File: src/shared/acbe_consts.svh
// Offsets, field positions, encodings and reset values of the execution unit
`ifndef ACBE_CONSTS_SVH
`define ACBE_CONSTS_SVH

`define ACBE_REG_INSTR      8'h00
`define ACBE_REG_ACC        8'h04
`define ACBE_REG_STATUS     8'h08
`define ACBE_REG_BANK       8'h0c
`define ACBE_REG_PC         8'h10

`define ACBE_PC_W           21
`define ACBE_DM_AW          12
`define ACBE_BANK_W         4

`define ACBE_FLAG_C         0
`define ACBE_FLAG_DC        1
`define ACBE_FLAG_Z         2
`define ACBE_FLAG_OV        3
`define ACBE_FLAG_N         4
`define ACBE_STAT_BUSY      8

`define ACBE_ADD_LIT_HI     8'h0f
`define ACBE_AND_LIT_HI     8'h0b
`define ACBE_BR_CARRY_HI    8'he2
`define ACBE_ADD_REG_C_PFX  6'h08
`define ACBE_ADD_REG_PFX    6'h09
`define ACBE_AND_REG_PFX    6'h05
`define ACBE_DEST_BIT       9
`define ACBE_ACCESS_BIT     8

`define ACBE_ACCESS_BANK    4'h0
`define ACBE_RST_ACC        8'h00
`define ACBE_RST_FLAGS      5'h00
`define ACBE_RST_BANK       4'h0
`define ACBE_RST_PC         21'h000000
`define ACBE_PC_STEP        21'h000002

`endif

File: src/shared/acbe_pkg.sv
// Types shared by the execution unit files
package acbe_pkg;

  typedef enum logic [3:0] {
    PH_IDLE, PH_Q1, PH_Q2, PH_Q3, PH_Q4, PH_N1, PH_N2, PH_N3, PH_N4
  } acbe_phase_t;

  typedef enum logic [2:0] {
    NO_OP, ADD_LITERAL_OP, ADD_REGISTER_OP, ADD_REGISTER_CARRY_OP,
    AND_LITERAL_OP, AND_REGISTER_OP, BRANCH_ON_CARRY_OP
  } acbe_op_t;

endpackage : acbe_pkg

File: src/acbe_alu.sv
// Eight-bit add and AND datapath with flag generation
module acbe_alu (
  input  wire logic       isAnd,
  input  wire logic       useCarry,
  input  wire logic       carryIn,
  input  wire logic [7:0] accIn,
  input  wire logic [7:0] operand,
  output logic      [7:0] result,
  output logic            flagN,
  output logic            flagOv,
  output logic            flagZ,
  output logic            flagDc,
  output logic            flagC
);

  logic [8:0] sum;
  logic [4:0] lowSum;
  logic       cin;

  assign cin    = useCarry & carryIn;
  assign sum    = {1'b0, accIn} + {1'b0, operand} + {8'h00, cin};
  assign lowSum = {1'b0, accIn[3:0]} + {1'b0, operand[3:0]} + {4'h0, cin};
  assign result = isAnd ? (accIn & operand) : sum[7:0];
  assign flagN  = result[7];
  assign flagZ  = (result == 8'h00);
  assign flagC  = sum[8];
  assign flagDc = lowSum[4];
  assign flagOv = (accIn[7] == operand[7]) && (sum[7] != accIn[7]);

endmodule : acbe_alu

File: src/acbe_exec_unit.sv
// Add, AND and carry-branch execution unit with a classic Wishbone register slave
//
// Contract
// [RULE1] Add literal runs in one four-phase cycle
// [RULE2] Add-with-carry sums accumulator, carry and register
// [RULE3] Add-with-carry decoded from prefix 0010 00
// [RULE4] Additions update N, OV, C, DC, Z
// [RULE5] Destination 0 writes accumulator, register untouched
// [RULE6] Destination 1 writes back to register
// [RULE7] Access bit 0 uses fixed bank
// [RULE8] Access bit 1 uses bank select pointer
// [RULE9] AND literal into accumulator, N and Z only
// [RULE10] AND literal decoded from upper byte 0000 1011
// [RULE11] AND register decoded from prefix 0001 01
// [RULE12] AND register destination 1 writes register
// [RULE13] AND register destination 0 writes accumulator
// [RULE14] Branch on carry decoded from 1110 0010
// [RULE15] Branch offset is signed eight bits
// [RULE16] Taken target is instruction address plus 2 plus 2n
// [RULE17] Taken branch two cycles, untaken one
// [RULE18] Offset doubled before adding to counter
// [RULE19] Add literal decoded from upper byte 0000 1111
// [RULE20] Add register decoded from prefix 0010 01
//
// Local design decisions: the address map and register access over Wishbone.
`include "acbe_consts.svh"

module acbe_exec_unit (
  input  wire logic                     sys_clk,
  input  wire logic                     rstn,
  input  wire logic                     wb_cyc_i,
  input  wire logic                     wb_stb_i,
  input  wire logic                     wb_we_i,
  input  wire logic [7:0]               wb_adr_i,
  input  wire logic [3:0]               wb_sel_i,
  input  wire logic [31:0]              wb_dat_i,
  output logic      [31:0]              wb_dat_o,
  output logic                          wb_ack_o,
  output logic      [`ACBE_DM_AW-1:0]   dmAddr,
  output logic                          dmRdEn,
  input  wire logic [7:0]               dmRdData,
  output logic                          dmWrEn,
  output logic      [7:0]               dmWrData,
  output logic                          busy,
  output logic                          instrDone
);

  acbe_pkg::acbe_phase_t phase;
  acbe_pkg::acbe_op_t    opKind;
  logic [15:0]             instrWord;
  logic [7:0]              acc;
  logic [4:0]              flags;
  logic [`ACBE_BANK_W-1:0] bankSel;
  logic [`ACBE_PC_W-1:0]   pc;
  logic [7:0]              operand;
  logic [7:0]              result;
  logic [4:0]              resFlags;
  logic                    destMem;
  logic                    branchTaken;
  logic                    wbWrite;
  logic                    startReq;
  logic                    isRegOp;
  logic                    isAluOp;
  logic [7:0]              aluRes;
  logic                    aluN;
  logic                    aluOv;
  logic                    aluZ;
  logic                    aluDc;
  logic                    aluC;
  logic [`ACBE_PC_W-1:0]   branchTarget;
  logic [`ACBE_PC_W-1:0]   seqNext;
  acbe_pkg::acbe_op_t      next_opKind;

  function automatic logic [31:0] mergeLanes(input logic [31:0] oldVal,
                                             input logic [31:0] newVal,
                                             input logic [3:0]  sel);
    logic [31:0] mask;
    mask = {{8{sel[3]}}, {8{sel[2]}}, {8{sel[1]}}, {8{sel[0]}}};
    return (oldVal & ~mask) | (newVal & mask);
  endfunction : mergeLanes

  // Bus slave: ack one cycle after the request, write at the edge that sees ack
  assign wbWrite  = wb_cyc_i && wb_stb_i && wb_we_i && wb_ack_o;
  assign startReq = wbWrite && (wb_adr_i == `ACBE_REG_INSTR) && (phase == acbe_pkg::PH_IDLE);
  assign busy     = (phase != acbe_pkg::PH_IDLE);

  always_ff @(posedge sys_clk or negedge rstn) begin
    if (!rstn) begin
      wb_ack_o <= 1'b0;
    end else begin
      wb_ack_o <= wb_cyc_i && wb_stb_i && !wb_ack_o;
    end
  end

  always_ff @(posedge sys_clk or negedge rstn) begin
    if (!rstn) begin
      wb_dat_o <= 32'h00000000;
    end else if (wb_cyc_i && wb_stb_i && !wb_ack_o) begin
      unique case (wb_adr_i)
        `ACBE_REG_INSTR:  wb_dat_o <= {16'h0000, instrWord};
        `ACBE_REG_ACC:    wb_dat_o <= {24'h000000, acc};
        `ACBE_REG_STATUS: wb_dat_o <= {23'h000000, busy, 3'h0, flags};
        `ACBE_REG_BANK:   wb_dat_o <= {28'h0000000, bankSel};
        `ACBE_REG_PC:     wb_dat_o <= {11'h000, pc};
        default:          wb_dat_o <= 32'h00000000;
      endcase
    end
  end

  // Instruction word is loaded only while idle; a load starts execution
  always_ff @(posedge sys_clk or negedge rstn) begin
    if (!rstn) begin
      instrWord <= 16'h0000;
    end else if (startReq) begin
      instrWord <= 16'(mergeLanes({16'h0000, instrWord}, wb_dat_i, wb_sel_i));
    end
  end

  always_ff @(posedge sys_clk or negedge rstn) begin
    if (!rstn) begin
      bankSel <= `ACBE_RST_BANK;
    end else if (wbWrite && !busy && wb_adr_i == `ACBE_REG_BANK) begin
      bankSel <= `ACBE_BANK_W'(mergeLanes({28'h0000000, bankSel}, wb_dat_i, wb_sel_i));
    end
  end

  // Decode
  always_comb begin
    next_opKind = acbe_pkg::NO_OP;
    if (instrWord[15:8] == `ACBE_ADD_LIT_HI) begin
      next_opKind = acbe_pkg::ADD_LITERAL_OP;                     // [RULE19]
    end else if (instrWord[15:8] == `ACBE_AND_LIT_HI) begin
      next_opKind = acbe_pkg::AND_LITERAL_OP;                     // [RULE10]
    end else if (instrWord[15:8] == `ACBE_BR_CARRY_HI) begin
      next_opKind = acbe_pkg::BRANCH_ON_CARRY_OP;                 // [RULE14]
    end else if (instrWord[15:10] == `ACBE_ADD_REG_C_PFX) begin
      next_opKind = acbe_pkg::ADD_REGISTER_CARRY_OP;              // [RULE3]
    end else if (instrWord[15:10] == `ACBE_ADD_REG_PFX) begin
      next_opKind = acbe_pkg::ADD_REGISTER_OP;                    // [RULE20]
    end else if (instrWord[15:10] == `ACBE_AND_REG_PFX) begin
      next_opKind = acbe_pkg::AND_REGISTER_OP;                    // [RULE11]
    end
  end

  assign isRegOp = (opKind == acbe_pkg::ADD_REGISTER_OP) ||
                   (opKind == acbe_pkg::ADD_REGISTER_CARRY_OP) ||
                   (opKind == acbe_pkg::AND_REGISTER_OP);
  assign isAluOp = isRegOp || (opKind == acbe_pkg::ADD_LITERAL_OP) ||
                   (opKind == acbe_pkg::AND_LITERAL_OP);

  // Four phases per instruction cycle, plus four idle phases after a taken branch
  always_ff @(posedge sys_clk or negedge rstn) begin
    if (!rstn) begin
      phase <= acbe_pkg::PH_IDLE;
    end else begin
      unique case (phase)
        acbe_pkg::PH_IDLE: if (startReq) phase <= acbe_pkg::PH_Q1;
        acbe_pkg::PH_Q1:   phase <= acbe_pkg::PH_Q2;                // [RULE1]
        acbe_pkg::PH_Q2:   phase <= acbe_pkg::PH_Q3;
        acbe_pkg::PH_Q3:   phase <= acbe_pkg::PH_Q4;
        acbe_pkg::PH_Q4:   phase <= branchTaken ? acbe_pkg::PH_N1 : acbe_pkg::PH_IDLE; // [RULE17]
        acbe_pkg::PH_N1:   phase <= acbe_pkg::PH_N2;
        acbe_pkg::PH_N2:   phase <= acbe_pkg::PH_N3;
        acbe_pkg::PH_N3:   phase <= acbe_pkg::PH_N4;
        acbe_pkg::PH_N4:   phase <= acbe_pkg::PH_IDLE;
      endcase
    end
  end

  // Q1: decode and form the data memory address
  always_ff @(posedge sys_clk or negedge rstn) begin
    if (!rstn) begin
      opKind  <= acbe_pkg::NO_OP;
      destMem <= 1'b0;
      dmAddr  <= '0;
    end else if (phase == acbe_pkg::PH_Q1) begin
      opKind  <= next_opKind;
      destMem <= instrWord[`ACBE_DEST_BIT];                       // [RULE5] [RULE6]
      if (instrWord[`ACBE_ACCESS_BIT]) begin
        dmAddr <= {bankSel, instrWord[7:0]};                      // [RULE8]
      end else begin
        dmAddr <= {`ACBE_ACCESS_BANK, instrWord[7:0]};            // [RULE7]
      end
    end
  end

  // Q2: read literal or register; memory answers in the same cycle
  assign dmRdEn = (phase == acbe_pkg::PH_Q2) && isRegOp;

  always_ff @(posedge sys_clk or negedge rstn) begin
    if (!rstn) begin
      operand <= 8'h00;
    end else if (phase == acbe_pkg::PH_Q2) begin
      operand <= isRegOp ? dmRdData : instrWord[7:0];
    end
  end

  acbe_alu u_alu (
    .isAnd    ((opKind == acbe_pkg::AND_LITERAL_OP) || (opKind == acbe_pkg::AND_REGISTER_OP)),
    .useCarry (opKind == acbe_pkg::ADD_REGISTER_CARRY_OP),       // [RULE2]
    .carryIn  (flags[`ACBE_FLAG_C]),
    .accIn    (acc),
    .operand  (operand),
    .result   (aluRes),
    .flagN    (aluN),
    .flagOv   (aluOv),
    .flagZ    (aluZ),
    .flagDc   (aluDc),
    .flagC    (aluC)
  );

  // Q3: process data, prepare the register write for Q4
  always_ff @(posedge sys_clk or negedge rstn) begin
    if (!rstn) begin
      result   <= 8'h00;
      resFlags <= `ACBE_RST_FLAGS;
      dmWrEn   <= 1'b0;
      dmWrData <= 8'h00;
    end else begin
      dmWrEn <= (phase == acbe_pkg::PH_Q3) && isRegOp && destMem;  // [RULE6] [RULE12]
      if (phase == acbe_pkg::PH_Q3) begin
        result   <= aluRes;
        dmWrData <= aluRes;
        resFlags <= {aluN, aluOv, aluZ, aluDc, aluC};
      end
    end
  end

  // Q4: write accumulator and flags
  always_ff @(posedge sys_clk or negedge rstn) begin
    if (!rstn) begin
      acc <= `ACBE_RST_ACC;
    end else if (phase == acbe_pkg::PH_Q4 && isAluOp && !(isRegOp && destMem)) begin
      acc <= result;                                              // [RULE1] [RULE5] [RULE13]
    end else if (wbWrite && !busy && wb_adr_i == `ACBE_REG_ACC) begin
      acc <= 8'(mergeLanes({24'h000000, acc}, wb_dat_i, wb_sel_i));
    end
  end

  always_ff @(posedge sys_clk or negedge rstn) begin
    if (!rstn) begin
      flags <= `ACBE_RST_FLAGS;
    end else if (phase == acbe_pkg::PH_Q4 && isAluOp) begin
      if ((opKind == acbe_pkg::AND_LITERAL_OP) || (opKind == acbe_pkg::AND_REGISTER_OP)) begin
        flags[`ACBE_FLAG_N] <= resFlags[`ACBE_FLAG_N];              // [RULE9]
        flags[`ACBE_FLAG_Z] <= resFlags[`ACBE_FLAG_Z];
      end else begin
        flags <= resFlags;                                        // [RULE4]
      end
    end else if (wbWrite && !busy && wb_adr_i == `ACBE_REG_STATUS) begin
      flags <= 5'(mergeLanes({27'h0000000, flags}, wb_dat_i, wb_sel_i));
    end
  end

  // Program counter holds the address of the instruction in execution
  assign branchTaken  = (opKind == acbe_pkg::BRANCH_ON_CARRY_OP) && flags[`ACBE_FLAG_C]; // [RULE14]
  assign seqNext      = pc + `ACBE_PC_STEP;
  assign branchTarget = seqNext + {{12{operand[7]}}, operand, 1'b0}; // [RULE15] [RULE16] [RULE18]

  always_ff @(posedge sys_clk or negedge rstn) begin
    if (!rstn) begin
      pc <= `ACBE_RST_PC;
    end else if (phase == acbe_pkg::PH_Q4) begin
      pc <= branchTaken ? branchTarget : seqNext;                 // [RULE16] [RULE17]
    end else if (wbWrite && !busy && wb_adr_i == `ACBE_REG_PC) begin
      pc <= `ACBE_PC_W'(mergeLanes({11'h000, pc}, wb_dat_i, wb_sel_i));
    end
  end

  always_ff @(posedge sys_clk or negedge rstn) begin
    if (!rstn) begin
      instrDone <= 1'b0;
    end else begin
      instrDone <= ((phase == acbe_pkg::PH_Q4) && !branchTaken) || (phase == acbe_pkg::PH_N4);
    end
  end
endmodule : acbe_exec_unit

File: config.mk
export PLATFORM = sky130hd
export DESIGN_NAME = acbe_exec_unit
export DESIGN_NICKNAME = d
export VERILOG_FILES = /design/src/shared/acbe_pkg.sv /design/src/acbe_alu.sv /design/src/acbe_exec_unit.sv
export VERILOG_INCLUDE_DIRS = /design/src /design/src/shared
export SDC_FILE = /design/constraint.sdc
export NUM_CORES = 1
export LEC_CHECK = 0
export BUFFER_PORTS_ARGS = -buffer_cell sky130_fd_sc_hd__clkbuf_2
export CAP_MARGIN = 20
export CORE_ASPECT_RATIO = 1.2
export CORE_MARGIN = 10
export CORE_UTILIZATION = 52
export DETAILED_ROUTE_END_ITERATION = 8
export GPL_TIMING_DRIVEN = 0
export HOLD_SLACK_MARGIN = 0.1
export PLACE_DENSITY = 0.74
export SYNTH_ARGS = -nofsm -noshare
export SYNTH_HDL_FRONTEND = slang
export SYNTH_SLANG_ARGS = --single-unit
File: constraint.sdc
create_clock -name sys_clk -period 3.21 [get_ports sys_clk]
set_clock_uncertainty 0.1 [all_clocks]
set_input_delay 0.321 -clock sys_clk [delete_from_list [all_inputs] [get_ports sys_clk]]
set_output_delay 0.321 -clock sys_clk [all_outputs]
set_load 0.02 [all_outputs]
==> flow_metrics.env, run 1 <==
export IMPL_status="finished, violations left"
export IMPL_violations="negative setup slack"
export IMPL_crit_fanout=4
export IMPL_dpl_hpwl_mm=16.7
export IMPL_dr_pass1_iters=5
export IMPL_rsz0062_at_grt="true"
export IMPL_gp_congestion=0.915
export IMPL_grt_pass1_vias=6771
export IMPL_setup_tns_final_ns=-0.00201
export IMPL_ys_ff_latch=118
export IMPL_finalHoldViolations=0
export IMPL_r2r_slack_ns=-0.002
export IMPL_antenna_left=0
export IMPL_final_area_mm2=0.00929
export IMPL_vias=6871
export IMPL_seq_area_mm2=0.00296
export IMPL_tightest_slew_ns=1.11
export IMPL_wl_met3_mm=1.82
export IMPL_yosys_area_top_type="dfrtp_1"
export IMPL_drtIter0Drc=656
export IMPL_synth_edf_count=0
export IMPL_reg2reg_depth=14
export IMPL_grt_max_degree=72
export IMPL_start_util=0.533
export IMPL_numCtsBuffers=17
export IMPL_diodes=0
export IMPL_numClockSinks=118
export IMPL_core_mm2=0.0139
export IMPL_met2_length_mm=11.5
export IMPL_min_period_over_period=1.00
export IMPL_setup_ws_ns=-0.00201
export IMPL_area_growth_pct=25.6
export IMPL_io_pins=114
export IMPL_min_path_cells=3
export IMPL_period_minus_slack_ns=3.21
export IMPL_seq_area_frac_synth=0.399
export IMPL_rows=47
export IMPL_max_freq_ghz=0.311
export IMPL_dr_max_layer_used="met4"
export IMPL_die_x_um=129
export IMPL_vdd_drop_max_mv=0.539
export IMPL_setup_viol=1
export IMPL_fin_nets=1065
export IMPL_min_from="dmRdData[0]"
export IMPL_yosys_top_cells_count="nand2_1, dfrtp_1, nor2_1, o21ai_0, a21oi_1"
export IMPL_final_layout_size_suffix_gt1_frac=0.255
export IMPL_netlist_area_mm2=0.00740
export IMPL_synth_cell_types=73
export IMPL_hp_class="input port to flip-flop"
export IMPL_slew_violations=0
export IMPL_worstPathRequired_ns=3.41
export IMPL_die_h_um=151
export IMPL_via_per_inst=5.94
export IMPL_postSynthCellCount=821
export IMPL_critPathLaunchType="flip-flop"
export IMPL_die_area_mm2=0.0194
export IMPL_fillers=1107
export IMPL_place_area_mm2=0.00815
export IMPL_insertion_delay_ns=0.42
export IMPL_leakage_nw=4.43
export IMPL_met1_length_mm=9.44
export IMPL_antenna_found_initial=0
export IMPL_async_flop_share=1.00
export IMPL_synth_most_common_cell="nand2_1"
export IMPL_synth_area_leaders="dfrtp_1, nand2_1, ha_1"
export IMPL_critPathKind="flip-flop to flip-flop"
export IMPL_whs_ns=0.107
export IMPL_drt_total_wl_mm=23.4
export IMPL_synth_warnings=0
export IMPL_tritoncts="done"
export IMPL_clock_path_buffers=2
export IMPL_power_density_mw_per_mm2=851
export IMPL_htreeDepth=4
export IMPL_yosys_most_used_dff="dfrtp_1"
export IMPL_cts_root_buf="clkbuf_16"
export IMPL_endpoint_kind="flip-flop"
export IMPL_grt_pass1_wl_mm=36.4
export IMPL_drc_errors=0
export IMPL_dp_cells=1094
export IMPL_maxCapViolCount=0
export IMPL_clk_pin_slew_worst_paths_ns=0.05
export IMPL_overflow=0
export IMPL_wire_per_inst_um=20.2
export IMPL_cp_arrival_ns=3.42
export IMPL_slew_limit_headroom=0.252
export IMPL_synth_area_per_cell_um2=9.01
export IMPL_io_buffers=90
export IMPL_multi_input_area_mm2=0.00436
export IMPL_pre_cts_slack_ns=-0.530
export IMPL_yosysTopAreaCellShare=0.399
export IMPL_grt_usage=0.240
export IMPL_fin_cells=1157
-- cell families (layout without fill, tap and decap cells) --
kind of cell               Yosys count  after routing  share of synthesized area
other                                1             11                   0.000507
DFF                                118            118                      0.399
xor gates and xnor gates            38             38                     0.0450
adders and majority gates           35             35                     0.0623
buffers and inverters               68            223                     0.0450
muxes                               39             39                     0.0565
AOI/OAI and AO/OA                  209            209                      0.180
and+or+nand+nor                    313            313                      0.212
-- placed cells by master (no fill, tap or decap), types with 19 or more instances in the layout --
master | synthesis | routed
clkbuf_1 | 24 | 25
inv_1 | 19 | 19
o21ai_0 | 60 | 56
clkbuf_2 | 1 | 90
a21oi_1 | 56 | 54
dfrtp_1 | 118 | 110
ha_1 | 32 | 26
mux2_2 | 22 | 22
nor2_1 | 60 | 58
nand2_1 | 130 | 130
buf_4 | 14 | 38
nand3_1 | 31 | 30
-- path summary, 6_finish.rpt --
check	endpoint
setup reg to reg	flip-flop
max in group asynchronous	asynchronous set/reset pin
hold / removal	operand[0]$_DFFE_PN0P_
hold reg to reg	wb_dat_o[17]$_DFFE_PN0P_
setup / recovery	flip-flop
min in group asynchronous	phase[3]$_DFFE_PN0P_
-- repair_timing --
item,CTS,global route
setup buffers,8,16
hold endpoints to repair,57,0
hold buffers,9,0
gates resized for setup,11,33
pin swaps,6,15
endpoints found under the setup margin,10,12
-- routing by layer --
metal / vias to the layer above / track usage
met1: 3333 / 0.288
met2: 273 / 0.406
li1: 3219 / -
met5: - / 0
met4: 0 / 0.0866
met3: 46 / 0.0630
-- power by group --
| part | leakage [nW] | internal [mW] | switching (mW) |
|---|---|---|---|
| combinational | 2.58 | 1.59 | 2.04 |
| clock | 0.320 | 1.46 | 0.679 |
| sequential | 1.53 | 1.74 | 0.396 |
-- critical path: stages, from the launching register on --
cell and delay [ns]:
dfrtp_2 0.41, ha_4 0.16, nand3_4 0.09, nor2_4 0.16, nand4_1 0.17, xnor2_2 0.27
ha_4 0.25, a21o_1 0.20, a221o_1 0.32, a21oi_2 0.17, o21ai_2 0.09, a21oi_2 0.18
a21oi_2 0.09, xor2_1 0.14, a221o_1 0.28
-- through the flow --
step                       util  total power [mW]
after CTS                 0.648              7.54
after global routing      0.669              8.39
after global placement    0.585              5.20
final                     0.669              7.90
after detailed placement  0.588              5.27
after floorplan               -              4.43
-- area by class of cell --
type / count / share of cell area
multi-input combinational: 645 / 0.470
timing repair buffer: 125 / 0.0820
clock inverter: 8 / 0.0181
sequential: 118 / 0.319
clock buffer: 24 / 0.0529
tap: 171 / 0.0230
buffer: 47 / 0.0276
inverter: 19 / 0.00768
Power figures use the tool's default switching activity.
==> run 2: changes to the inputs <==
Settings changed: PLACE_DENSITY 0.74 to unset, PLACE_DENSITY_LB_ADDON set to 0.3.
==> run 2 against run 1 <==
The run still ends with negative setup slack left. Highest routed layer unchanged. Power is 5.4% lower. Largest power group unchanged. First-iteration DRC count is 10% lower. Utilization is 1.5 points lower. Critical path type unchanged.
==> flow_metrics.env, run 2 (synthesis gave the netlist of run 1 again) <==
export IMPL_dr_pass1_iters=7
export IMPL_p_total_mw=7.48
export IMPL_maxCapViolCount=0
export IMPL_violations="negative setup slack"
export IMPL_path_cells="ha_2, nand3_4, nor2_4, buf_4, nand3_1, nor3_4, xor2_1, ha_1, a21o_1, a211oi_2, nand2_1, o21ai_0, a21oi_1, a211oi_1, nor2_1"
export IMPL_diodes=0
export IMPL_io_pins=114
export IMPL_antenna_left=0
export IMPL_antenna_found_initial=0
export IMPL_overflow=0
export IMPL_grt_max_degree=65
export IMPL_die_area_mm2=0.0194
export IMPL_numCtsBuffers=17
export IMPL_max_freq_ghz=0.307
export IMPL_critPathLaunchType="flip-flop"
export IMPL_die_h_um=151
export IMPL_crit_fanout=9
export IMPL_io_buffers=90
export IMPL_start_util=0.533
export IMPL_numClockSinks=118
export IMPL_insertion_delay_ns=0.42
export IMPL_multi_input_area_mm2=0.00429
export IMPL_power_density_mw_per_mm2=824
export IMPL_drc_errors=0
export IMPL_grt_pass1_vias=6851
export IMPL_finalHoldViolations=0
export IMPL_setup_tns_final_ns=-0.0933
export IMPL_final_cell_mix="nand2_1, dfrtp_1, clkbuf_2"
export IMPL_hp_class="input port to flip-flop"
export IMPL_die_x_um=129
export IMPL_htreeDepth=4
export IMPL_wire_per_inst_um=19.6
export IMPL_rsz0062_at_grt="true"
export IMPL_endpoint_kind="flip-flop"
export IMPL_cts_root_buf="clkbuf_16"
export IMPL_area_growth_pct=22.7
export IMPL_period_minus_slack_ns=3.26
export IMPL_layout_commonest_cell="nand2_1"
export IMPL_clk_pin_slew_worst_paths_ns=0.06
export IMPL_gp_congestion=0.887
export IMPL_rows=47
export IMPL_worstPathRequired_ns=3.42
export IMPL_fin_util=0.654
export IMPL_clock_path_buffers=2
export IMPL_via_per_inst=5.93
export IMPL_tritoncts="done"
export IMPL_final_layout_size_suffix_gt1_frac=0.236
export IMPL_tightest_slew_ns=1.06
export IMPL_critPathSlowestCell="dfrtp_1"
export IMPL_slew_violations=0
export IMPL_vias=6810
export IMPL_crit_buf_inv=1
export IMPL_grt_usage=0.236
export IMPL_critPathKind="flip-flop to flip-flop"
export IMPL_crit_family="compound AO/OA/AOI/OAI gates"
export IMPL_fillers=1167
export IMPL_leakage_nw=4.34
export IMPL_core_mm2=0.0139
export IMPL_critPathMaxStageDelay_ns=0.39
export IMPL_drtIter0Drc=590
export IMPL_status="finished, violations left"
export IMPL_setup_viol=2
export IMPL_fin_nets=1056
export IMPL_drt_total_wl_mm=22.5
export IMPL_setup_ws_ns=-0.0475
export IMPL_dpl_hpwl_mm=16.5
export IMPL_slew_limit_headroom=0.285
export IMPL_min_period_over_period=1.01
export IMPL_grt_pass1_wl_mm=35.9
export IMPL_cp_arrival_ns=3.46
export IMPL_seq_area_mm2=0.00296
export IMPL_vdd_drop_max_mv=0.465
## run 2: cell count changes in the layout (fill, tap and decap cells not counted), sizes merged
| cell | change |
|---|---|
| clkinvlp | +1 |
| buf | -12 |
| bufinv | -3 |
| clkinv | +3 |
| dlygate4sd3 | +2 |
## run 2: cell type report
| cell class | instances | share of cell area |
|---|---|---|
| inverter | 19 | 0.00786 |
| buffer | 48 | 0.0287 |
| multi-input combinational | 645 | 0.473 |
| sequential | 118 | 0.326 |
| clock inverter | 9 | 0.0110 |
| tap | 171 | 0.0236 |
| timing repair buffer | 115 | 0.0776 |
| clock buffer | 23 | 0.0527 |
## run 2: where the power goes
part	internal (mW)	total, mW	switching (mW)
clock	1.19	1.87	0.678
sequential	1.74	2.11	0.371
combinational	1.47	3.49	2.03
total	4.40	7.48	3.08
## run 2: metal layers
layer,vias to the layer above,global-route usage,routed length [um]
met3,50,0.0535,1690
met5,-,0,0
met4,0,0.0940,686
met1,3291,0.287,9140
li1,3219,-,-
met2,250,0.396,11000
## run 2: repair_timing
item                       CTS  global route
hold buffers                11             0
buffers inserted             6             6
setup endpoints to repair    6            13
pin swaps                    6            15
cloned                       0             0
resized for setup           11            20
hold endpoints to repair    65             0
## run 2: stage by stage
step                      setup WS (ns)  area (um^2)  std cells  hold WS, ns
after floorplan                 0.00405         7450        831      -0.0746
after global placement           -0.371         8110       1092        0.348
after detailed placement         -0.423         8150       1094        0.223
after CTS                       -0.0466         8930       1143        0.102
after global routing             -0.186         9080       1148        0.112
final                           -0.0475         9080       1148        0.114
## run 2: worst reg2reg max path, delay by kind of cell, from the launching register on
kind / cells / cell delay [ns]
AO/OA/AOI/OAI: 5 / 0.92
AND/OR/NAND/NOR: 6 / 0.81
adder cells (fa/ha/maj): 2 / 0.60
flip-flops: 1 / 0.39
XOR/XNOR: 1 / 0.21
buffers and inverters: 1 / 0.13
## run 2: final timing paths
| path | cells past startpoint | start | slack, ns | endpoint |
|---|---|---|---|---|
| max | 15 | flip-flop | -0.05 | flip-flop |
| min | 2 | wb_dat_i[9] | 0.11 | flip-flop |
| max reg2reg | 15 | flip-flop | -0.05 | flip-flop |
| min reg2reg | 2 | wb_dat_o[17]$_DFFE_PN0P_ | 0.36 | wb_dat_o[17]$_DFFE_PN0P_ |
| max in group asynchronous | 3 | rstn | 2.00 | operand[7]$_DFFE_PN0P_ |
| min in group asynchronous | 2 | rstn | 0.32 | instrDone$_DFF_PN0_ |
